[src/hdl/fpbh_defs.svh]
// Timing counts and field positions for the flash bus host controller
`ifndef FPBH_DEFS_SVH
`define FPBH_DEFS_SVH

// Clock period in ns (20 MHz)
`define FPBH_CLK_NS          50
// Minimum reset pulse, ns, and its cycle count (rounded up)
`define FPBH_RST_PULSE_NS    500
`define FPBH_RST_PULSE_CYC   ((`FPBH_RST_PULSE_NS + `FPBH_CLK_NS - 1) / `FPBH_CLK_NS)
// Recovery after reset release, ns, and cycle count (rounded up)
`define FPBH_RST_RECOV_NS    50
`define FPBH_RST_RECOV_CYC   ((`FPBH_RST_RECOV_NS + `FPBH_CLK_NS - 1) / `FPBH_CLK_NS)
// Strobe low width, ns, and cycle count; well above the 5 ns glitch limit
`define FPBH_STROBE_NS       100
`define FPBH_STROBE_CYC      ((`FPBH_STROBE_NS + `FPBH_CLK_NS - 1) / `FPBH_CLK_NS)
// Address setup before strobe, ns, and cycle count
`define FPBH_SETUP_NS        50
`define FPBH_SETUP_CYC       ((`FPBH_SETUP_NS + `FPBH_CLK_NS - 1) / `FPBH_CLK_NS)
// Bus and counter widths
`define FPBH_ADDR_W          17
`define FPBH_DATA_W          16
`define FPBH_CNT_W           8
// Signature address line (second highest used for selection)
`define FPBH_SIG_BIT         9

`endif

[src/hdl/fpbh_pkg.sv]
// Types for the flash bus host controller
package fpbh_pkg;
   typedef enum logic [2:0] {
      FPBH_IDLE,
      FPBH_RST_LOW,
      FPBH_RST_WAIT,
      FPBH_SETUP,
      FPBH_STROBE,
      FPBH_HOLD
   } fpbh_state_t;
endpackage : fpbh_pkg

[src/hdl/fpbh_host.sv]
// Host controller driving a parallel boot-block flash bus
`timescale 1ns/1ns
`default_nettype none
`include "fpbh_defs.svh"

module fpbh_host (
   // Clock and reset
   input  wire logic                      mclk_i,
   input  wire logic                      srst_i,
   // User request side
   input  wire logic                      req_i,
   input  wire logic                      req_write_i,
   input  wire logic                      req_reset_i,
   input  wire logic                      req_unprotect_i,
   input  wire logic                      req_sig_i,
   input  wire logic                      byte_mode_i,
   input  wire logic [`FPBH_ADDR_W-1:0]   req_addr_i,
   input  wire logic                      req_hi_byte_i,
   input  wire logic [`FPBH_DATA_W-1:0]   req_wdata_i,
   output logic                           busy_o,
   output logic                           done_o,
   output logic [`FPBH_DATA_W-1:0]        rdata_o,
   output logic                           dev_ready_o,
   // Flash pins
   output logic                           chip_en_n_o,
   output logic                           out_en_n_o,
   output logic                           wr_en_n_o,
   output logic                           hw_reset_unprotect_n_o,
   output logic                           unprotect_hv_o,
   output logic                           sig_hv_o,
   output logic                           org_word_o,
   output logic [`FPBH_ADDR_W-1:0]        addr_lines_o,
   output logic [`FPBH_DATA_W-1:0]        dq_o,
   output logic [`FPBH_DATA_W-1:0]        dq_oe_o,
   input  wire logic [`FPBH_DATA_W-1:0]   dq_i,
   input  wire logic                      ready_busy_od_i
);

   fpbh_pkg::fpbh_state_t state_reg, state_next;
   logic [`FPBH_CNT_W-1:0]  cnt_reg, cnt_next;
   logic                    wr_reg, wr_next;
   logic                    ce_reg, ce_next, oe_reg, oe_next;
   logic                    we_reg, we_next, rp_reg, rp_next;
   logic                    uhv_reg, uhv_next, shv_reg, shv_next;
   logic                    org_reg, org_next;
   logic                    busy_reg, busy_next, done_reg, done_next;
   logic [`FPBH_ADDR_W-1:0] addr_reg, addr_next;
   logic [`FPBH_DATA_W-1:0] dout_reg, dout_next;
   logic [`FPBH_DATA_W-1:0] doe_reg, doe_next;
   logic [`FPBH_DATA_W-1:0] rd_reg, rd_next;
   logic                    rdy_reg, rdy_next;
   logic                    drive_all;

   always_comb begin
      state_next = state_reg;
      cnt_next   = cnt_reg;
      wr_next    = wr_reg;
      ce_next    = ce_reg;
      oe_next    = oe_reg;
      we_next    = we_reg;
      rp_next    = rp_reg;
      uhv_next   = uhv_reg;
      shv_next   = shv_reg;
      org_next   = org_reg;
      busy_next  = busy_reg;
      done_next  = 1'b0;
      addr_next  = addr_reg;
      dout_next  = dout_reg;
      doe_next   = doe_reg;
      rd_next    = rd_reg;
      rdy_next   = ready_busy_od_i;
      drive_all  = 1'b0;
      unique case (state_reg)
         fpbh_pkg::FPBH_IDLE: begin
            // Access allowed only when device has released ready/busy
            if (req_i && req_reset_i) begin
               rp_next    = 1'b0;
               uhv_next   = 1'b0;
               ce_next    = 1'b1;
               busy_next  = 1'b1;
               cnt_next   = `FPBH_CNT_W'(`FPBH_RST_PULSE_CYC);
               state_next = fpbh_pkg::FPBH_RST_LOW;
            end else if (req_i && ready_busy_od_i) begin
               wr_next   = req_write_i;
               org_next  = byte_mode_i ? 1'b0 : 1'b1;
               uhv_next  = req_unprotect_i;
               shv_next  = req_sig_i && !req_write_i;
               addr_next = req_addr_i;
               // Byte mode: top data pin carries the byte select
               drive_all = !byte_mode_i;
               dout_next = {req_hi_byte_i, req_wdata_i[14:0]};
               if (drive_all)
                  dout_next = req_wdata_i;
               if (req_write_i) begin
                  // Upper seven lines floated in byte mode
                  doe_next = byte_mode_i ? 16'h80FF : 16'hFFFF;
               end else begin
                  doe_next = byte_mode_i ? 16'h8000 : 16'h0000;
               end
               busy_next  = 1'b1;
               ce_next    = 1'b0;
               cnt_next   = `FPBH_CNT_W'(`FPBH_SETUP_CYC);
               state_next = fpbh_pkg::FPBH_SETUP;
            end
         end
         fpbh_pkg::FPBH_RST_LOW: begin
            cnt_next = cnt_reg - `FPBH_CNT_W'(1);
            if (cnt_reg == `FPBH_CNT_W'(1)) begin
               rp_next    = 1'b1;
               uhv_next   = req_unprotect_i;
               cnt_next   = `FPBH_CNT_W'(`FPBH_RST_RECOV_CYC);
               state_next = fpbh_pkg::FPBH_RST_WAIT;
            end
         end
         fpbh_pkg::FPBH_RST_WAIT: begin
            // Wait both the recovery time and the ready/busy release
            if (cnt_reg != `FPBH_CNT_W'(0))
               cnt_next = cnt_reg - `FPBH_CNT_W'(1);
            else if (ready_busy_od_i) begin
               busy_next  = 1'b0;
               done_next  = 1'b1;
               state_next = fpbh_pkg::FPBH_IDLE;
            end
         end
         fpbh_pkg::FPBH_SETUP: begin
            cnt_next = cnt_reg - `FPBH_CNT_W'(1);
            if (cnt_reg == `FPBH_CNT_W'(1)) begin
               // Write keeps output enable high; never both strobes low
               oe_next    = wr_reg;
               we_next    = !wr_reg;
               cnt_next   = `FPBH_CNT_W'(`FPBH_STROBE_CYC);
               state_next = fpbh_pkg::FPBH_STROBE;
            end
         end
         fpbh_pkg::FPBH_STROBE: begin
            // Strobe width far above the glitch filter of the device
            cnt_next = cnt_reg - `FPBH_CNT_W'(1);
            if (cnt_reg == `FPBH_CNT_W'(1)) begin
               if (!wr_reg)
                  rd_next = org_reg ? dq_i : {8'h00, dq_i[7:0]};
               we_next    = 1'b1;
               oe_next    = 1'b1;
               state_next = fpbh_pkg::FPBH_HOLD;
            end
         end
         fpbh_pkg::FPBH_HOLD: begin
            // Data held one cycle past write enable rise, then released
            ce_next    = 1'b1;
            doe_next   = 16'h0000;
            shv_next   = 1'b0;
            busy_next  = 1'b0;
            done_next  = 1'b1;
            state_next = fpbh_pkg::FPBH_IDLE;
         end
         default: state_next = fpbh_pkg::FPBH_IDLE;
      endcase
   end

   always_ff @(posedge mclk_i) begin
      if (srst_i) begin
         state_reg <= fpbh_pkg::FPBH_IDLE;
         cnt_reg   <= '0;
         wr_reg    <= 1'b0;
         ce_reg    <= 1'b1;
         oe_reg    <= 1'b1;
         we_reg    <= 1'b1;
         rp_reg    <= 1'b1;
         uhv_reg   <= 1'b0;
         shv_reg   <= 1'b0;
         org_reg   <= 1'b1;
         busy_reg  <= 1'b0;
         done_reg  <= 1'b0;
         addr_reg  <= '0;
         dout_reg  <= '0;
         doe_reg   <= '0;
         rd_reg    <= '0;
         rdy_reg   <= 1'b0;
      end else begin
         state_reg <= state_next;
         cnt_reg   <= cnt_next;
         wr_reg    <= wr_next;
         ce_reg    <= ce_next;
         oe_reg    <= oe_next;
         we_reg    <= we_next;
         rp_reg    <= rp_next;
         uhv_reg   <= uhv_next;
         shv_reg   <= shv_next;
         org_reg   <= org_next;
         busy_reg  <= busy_next;
         done_reg  <= done_next;
         addr_reg  <= addr_next;
         dout_reg  <= dout_next;
         doe_reg   <= doe_next;
         rd_reg    <= rd_next;
         rdy_reg   <= rdy_next;
      end
   end

   assign busy_o                 = busy_reg;
   assign done_o                 = done_reg;
   assign rdata_o                = rd_reg;
   assign dev_ready_o            = rdy_reg;
   assign chip_en_n_o            = ce_reg;
   assign out_en_n_o             = oe_reg;
   assign wr_en_n_o              = we_reg;
   assign hw_reset_unprotect_n_o = rp_reg;
   assign unprotect_hv_o         = uhv_reg;
   assign sig_hv_o               = shv_reg;
   assign org_word_o             = org_reg;
   assign addr_lines_o           = addr_reg;
   assign dq_o                   = dout_reg;
   assign dq_oe_o                = doe_reg;

   // Helper: cycles reset has been low
   logic [`FPBH_CNT_W-1:0] rlow_cnt;
   always_ff @(posedge mclk_i) begin
      if (srst_i || rp_reg)
         rlow_cnt <= '0;
      else
         rlow_cnt <= rlow_cnt + `FPBH_CNT_W'(1);
   end

   no_write_oe_a: assert property (@(posedge mclk_i) disable iff (srst_i)
      !we_reg |-> oe_reg) else $error("Output enable low in write");
   no_all_low_a: assert property (@(posedge mclk_i) disable iff (srst_i)
      !(!ce_reg && !oe_reg && !we_reg)) else $error("Invalid cycle");
   reset_width_a: assert property (@(posedge mclk_i) disable iff (srst_i)
      $rose(rp_reg) |-> rlow_cnt >= `FPBH_CNT_W'(`FPBH_RST_PULSE_CYC))
      else $error("Reset pulse too short");
   read_strobe_a: assert property (@(posedge mclk_i) disable iff (srst_i)
      $fell(oe_reg) |-> !ce_reg && we_reg && !doe_reg[0])
      else $error("Bad read strobe");
   ready_wait_a: assert property (@(posedge mclk_i) disable iff (srst_i)
      $fell(ce_reg) |-> $past(ready_busy_od_i))
      else $error("Access while busy");
   write_pulse_a: assert property (@(posedge mclk_i) disable iff (srst_i)
      $fell(we_reg) |-> !we_reg [*2] ##1 we_reg)
      else $error("Write pulse width wrong");
   ce_while_reset_a: assert property (@(posedge mclk_i) disable iff (srst_i)
      !rp_reg |-> ce_reg) else $error("Chip enabled in reset");
   byte_upper_a: assert property (@(posedge mclk_i) disable iff (srst_i)
      !org_reg |-> doe_reg[14:8] == 7'h00)
      else $error("Upper lines driven in byte mode");
   data_hold_a: assert property (@(posedge mclk_i) disable iff (srst_i)
      $rose(we_reg) |-> doe_reg[0]) else $error("Data not held");

   read_cov_c: cover property (@(posedge mclk_i) disable iff (srst_i)
      $fell(oe_reg));
   write_cov_c: cover property (@(posedge mclk_i) disable iff (srst_i)
      $fell(we_reg));
   reset_cov_c: cover property (@(posedge mclk_i) disable iff (srst_i)
      $rose(rp_reg));
   byte_cov_c: cover property (@(posedge mclk_i) disable iff (srst_i)
      !org_reg && !we_reg);

endmodule : fpbh_host
`default_nettype wire

[config.mk]
export PLATFORM = sky130hd
export DESIGN_NAME = fpbh_host
export DESIGN_NICKNAME = d
export VERILOG_FILES = /design/src/hdl/fpbh_pkg.sv /design/src/hdl/fpbh_host.sv
export VERILOG_INCLUDE_DIRS = /design/src /design/src/hdl
export SDC_FILE = /design/constraint.sdc
export NUM_CORES = 1
export LEC_CHECK = 0
export ABC_AREA = 1
export ABC_CLOCK_PERIOD_IN_PS = 1340
export BUFFER_PORTS_ARGS = -buffer_cell sky130_fd_sc_hd__buf_2
export CAP_MARGIN = 20
export CORE_MARGIN = 3
export CORE_UTILIZATION = 43
export DETAILED_ROUTE_END_ITERATION = 6
export PLACE_DENSITY = 0.83
export SKIP_CTS_REPAIR_TIMING = 1
export SYNTH_ARGS = -nofsm -noshare
export SYNTH_HDL_FRONTEND = slang
export SYNTH_SLANG_ARGS = --single-unit
[constraint.sdc]
create_clock -name mclk_i -period 1.34 [get_ports mclk_i]
set_input_delay 0.268 -clock mclk_i [delete_from_list [all_inputs] [get_ports mclk_i]]
set_output_delay 0.268 -clock mclk_i [all_outputs]
set_load 0.02 [all_outputs]
* After elaboration in Yosys (flattened, before gate mapping)
Cells that the tools add are included.
** Storage, ports and cells
- Bits in latches :: 0
- Bits in writable memories :: 0
- Register bits :: 87
- Logic and storage cells :: 106
- ROM bits :: 0
- Memories :: 0
** Operators by class
- Shift-type cells :: 0
- Reductions and logical operators :: 22
- Equality and inequality tests :: 16
- Mux-type cells :: 48
- $mul :: 0
- Magnitude comparators :: 0
- Bitwise logic cells :: 2
- $add $sub $neg :: 1
- Div/mod/pow operators :: 0
** Operators with widths (count)
- two-way mux 16 bit :: 6
- two-way mux 8 bit :: 5
- one-hot mux 8 bit (5 select lines) :: 1
- one-hot mux 16 bit (2 select lines) :: 1
- two-way mux 3 bit :: 7
- AND reduction 3 bit :: 7
- two-way mux 1 bit :: 18
- inequality test 2 bit (second input constant) :: 9
- two-way mux 15 bit :: 1
- one-hot mux 3 bit (5 select lines) :: 1
- one-hot mux 1 bit (2 select lines) :: 7
- equality test 8 x 1 -> 1 bit (second input constant) :: 1
- nonzero test 8 bit :: 1
- subtractor 8 x 1 -> 8 bit (second input constant) :: 1
- equality test 3 x 2 -> 1 bit (second input constant) :: 2
- equality test 3 bit (second input constant) :: 2
- AND reduction 6 bit :: 1
- nonzero test 2 bit :: 3
- nonzero test 5 bit :: 1
- AND reduction 4 bit :: 1
- equality test 3 x 1 -> 1 bit (second input constant) :: 1
- logical AND 1 bit :: 3
- logical NOT 3 bit :: 1
- inequality test 3 bit (second input constant) :: 1
- other kinds (5) :: 7

* Logic depth before layout (Yosys ltp)
- Depth after elaboration :: 5
- Mapped depth :: 11

* Least setup slack after synthesis
OpenSTA, ideal clock, no wires.
- Path type :: register to register
- From :: register cnt_reg[1]
- To :: register rd_reg[11], in the netlist rdata_o[11]
- Setup time :: 0.081 ns
- Path slack :: -0.087 ns
- Data required time :: 1.259 ns
- Period minus slack after synthesis :: 1.427 ns
- Cell stages (with the launch flop) :: 10
- Data arrival time :: 1.347 ns
- Cell sequence :: dfxtp_1 -> inv_1 -> ha_1 -> inv_1 -> nor2_1 -> nand2_2 -> nor3_4 -> buf_4 -> nor2_1 -> a211oi_2
** Between the ends
- Cells in the longest elaborated chain, start to end :: 2
** Ends and longest elaborated chain
- from (decl) :: line fpbh_host.sv:40 : logic [`FPBH_CNT_W-1:0] cnt_reg, cnt_next;
- from (signal assigned) :: line fpbh_host.sv:180 : cnt_reg <= cnt_next;
- equality test 8 x 1 -> 1 bit :: line fpbh_host.sv:138 : if (cnt_reg == `FPBH_CNT_W'(1)) begin
- AND reduction 3 bit (no source line)
- to (signal assigned) :: line fpbh_host.sv:194 : rd_reg <= rd_next;
- to (decl) :: line fpbh_host.sv:50 : logic [`FPBH_DATA_W-1:0] rd_reg, rd_next;
Every way passes these cells.
A chain may end at the register's enable or synchronous reset.

* Final worst setup path
- From :: register cnt_reg[1]
- To :: register rd_reg[14], in the netlist rdata_o[14]
The elaborated chain is that of the path after synthesis.

==> impl_results.md <==
* Total grt overflow at 0
* Setup violators final at 69
* GRT met2 Usage at 35.0%
* CTS clock-pin slew for the worst setup and hold paths at 80 ps
* Pre-CTS WS at -199 ps
* Setup tns final at -11,950 ps
* CTS Root Buffer Type: clkbuf_8
* Library cells used by synthesis at 26
* WL per Instance at 14.7 µm
* Worst Setup Start Kind: register
* Vias in the first global route at 3,134
* CP cell instances: inv_4 > ha_4 > inv_2 > nor2_4 > nand2_4 > nor3_4 > buf_6 > clkbuf_16 > nor2_1 > a211oi_2
* DP HPWL at 6190 µm
* Register area at 1500 µm²
* Synth top cells by count: nor2_1, dfxtp_1, nand2_1
* Slew margin rel. at 74.1%
* Post-synthesis async set-or-reset flop share at 0%
* Largest net degree at the start of global routing at 33
* Final Critical Period at 1620 ps
* Synth area leader: dfxtp_1
* Post-Synthesis Cells at 427
* Fillers at 518
* Clock Sinks at 74
* PD cells at 1870 nW/µm²
* Cell Rows at 30
* Leakage at 2.42 nW
* WP data required at 1590 ps
* CP top delay family: simple AND/OR/NAND/NOR gates
* Delay of the slowest critical-path stage at 340 ps
* Fraction of layout cells with a size suffix above 1 at 54.1%
* Fmax achieved at 618 MHz
* Worst Tran Pin Value at 389 ps
* Synth Cell Area at 3200 µm²
* Main synth FF type: dfxtp_1
* Final GP Congestion at 0.864
* Seq/Total Area, Yosys at 46.3%
* Io pins at 134
* Met1 Use GR at 23.4%
* Setup crit end kind: register
* Max Slew Vio Count at 0
* Post-synth top area share at 46.3%
* Antenna Nets Post-Route at 0
* Final antenna diode count at 0
* Top cells by area, synth: dfxtp_1, nor2_1, o21ai_0
* Slowest stage cell, crit path: dfxtp_2
* Global-route wire length before repair at 13,900 µm
* Vias at 3,520
* Area of the die at 8510 µm²
* Inserted Clock Buffers at 9
* # port buffers at 133
* Nets at 661
* GR peak layer: met2
* # DRC at 0
* Multi-input logic area at 1730 µm²
* Htree depth at 3
* Syn_nets at 489
* Min setup slack post-route at -279 ps
* Setup CP Type: register to register
* Initial DRC Count at 164
* GRT met3 Usage at 5.82%
* First-pass iteration count of the detailed router at 4
* Flop-to-flop setup slack at -280 ps
* Hold WC Path Type: primary input to register
* Initial Util at 45.8%
* CP max FO at 8
* Die height at 92.2 µm
* Synth warn at 0
* Number of enable flip-flop cells after synthesis at 0
* Worst clock skew at 11.0 ps
* Failing checks: negative setup slack
* Layout area overhead at 54.5%
* Worst-Skew Late Latency at 340 ps
* Max_cap viols at 0
* Outcome: finished, violations left
* Unrepaired setup endpoints after global routing: yes
* IR Drop Worst-Case VDD at 0.921 mV
* Final hold vios at 0
* CP bufs+invs at 4
* Arr. time, crit path at 1870 ps
* Most frequent cell after synthesis: nor2_1
* Syn Area/Cell at 7.49 µm²
* Die Wd at 92.2 µm
* Total Wirelength at 10,200 µm
* GRT Overall Usage at 19.9%
* Count of state elements after synthesis at 74
* Core area at 6980 µm²
* Fin crit share at 121%
* CTS tree: done
* Bufs on Longest Clock Path at 2
* Via density at 5.04
* Antenna violations before repair at 0
* Max reg flops at 17
report_power, final:
group	internal, mW	switching (mW)
logic	2.03	2.70
registers	2.58	0.273
clock network	0.848	0.817
area by class of cell:
type                            instances  share of cell area, %
Multi-Input combinational cell        285                   35.0
Inverter                               37                   2.86
Clock inverter                          5                   1.14
Tap cell                               96                   2.43
Timing Repair Buffer                  192                   25.7
Sequential cell                        74                   30.3
Clock buffer                           10                   2.58
metrics by stage:
stage                     hold slack [ps]  total power, mW  instance area [µm²]  instances  utilization, %
after floorplan                       351             5.09                 3240        427               -
after global placement                443             6.36                 4160        666            59.6
after detailed placement              453             6.51                 4160        666            59.6
after CTS                             133             8.18                 4350        681            62.3
after global routing                  135             9.85                 4940        699            70.8
final                                 138             9.25                 4940        699            70.8
worst register-to-register path: stages, from the launching register on:
cell	delay (ps)
dfxtp_2	340
inv_4	90
ha_4	140
inv_2	40
nor2_4	120
nand2_4	90
nor3_4	190
buf_6	160
clkbuf_16	150
nor2_1	60
a211oi_2	160
cells in the final DEF, fill, tap and decap left out, types with 9 or more instances in the layout:
cell type    n
buf_2      133
nor2_1      68
dfxtp_1     66
nand2_1     53
buf_4       42
o21ai_2     29
inv_1       24
nor2_2      23
a21oi_1     22
o21ai_0     13
inv_2       12
o21ai_1     11
nand2_2     10
nand3_1      9
clkbuf_8     9
buf_6        9
final timing paths:
kind | to | cells after the start | start
max | rdata_o[14] | 10 | cnt_reg[1]
max reg2reg | rdata_o[14] | 10 | cnt_reg[1]
min | addr_lines_o[1] | 3 | req_addr_i[1]
min reg2reg | busy_o | 2 | busy_o
layer usage:
layer | routed length [µm] | vias up
li1 | - | 1706
met1 | 4160 | 1657
met2 | 5310 | 142
met3 | 640 | 15
met4 | 131 | 0
met5 | 0 | -
kinds of logic after synthesis:
group                      after synthesis  share of synthesized area [%]
and+or+nand+nor                        186                           25.1
AOI/OAI and AO/OA                       93                           16.6
DFF                                     74                           46.3
buffers and inverters                   68                           10.0
xor gates and xnor gates                 3                          0.822
adders and majority gates                3                           1.17
(Power assumes the default switching activity.)
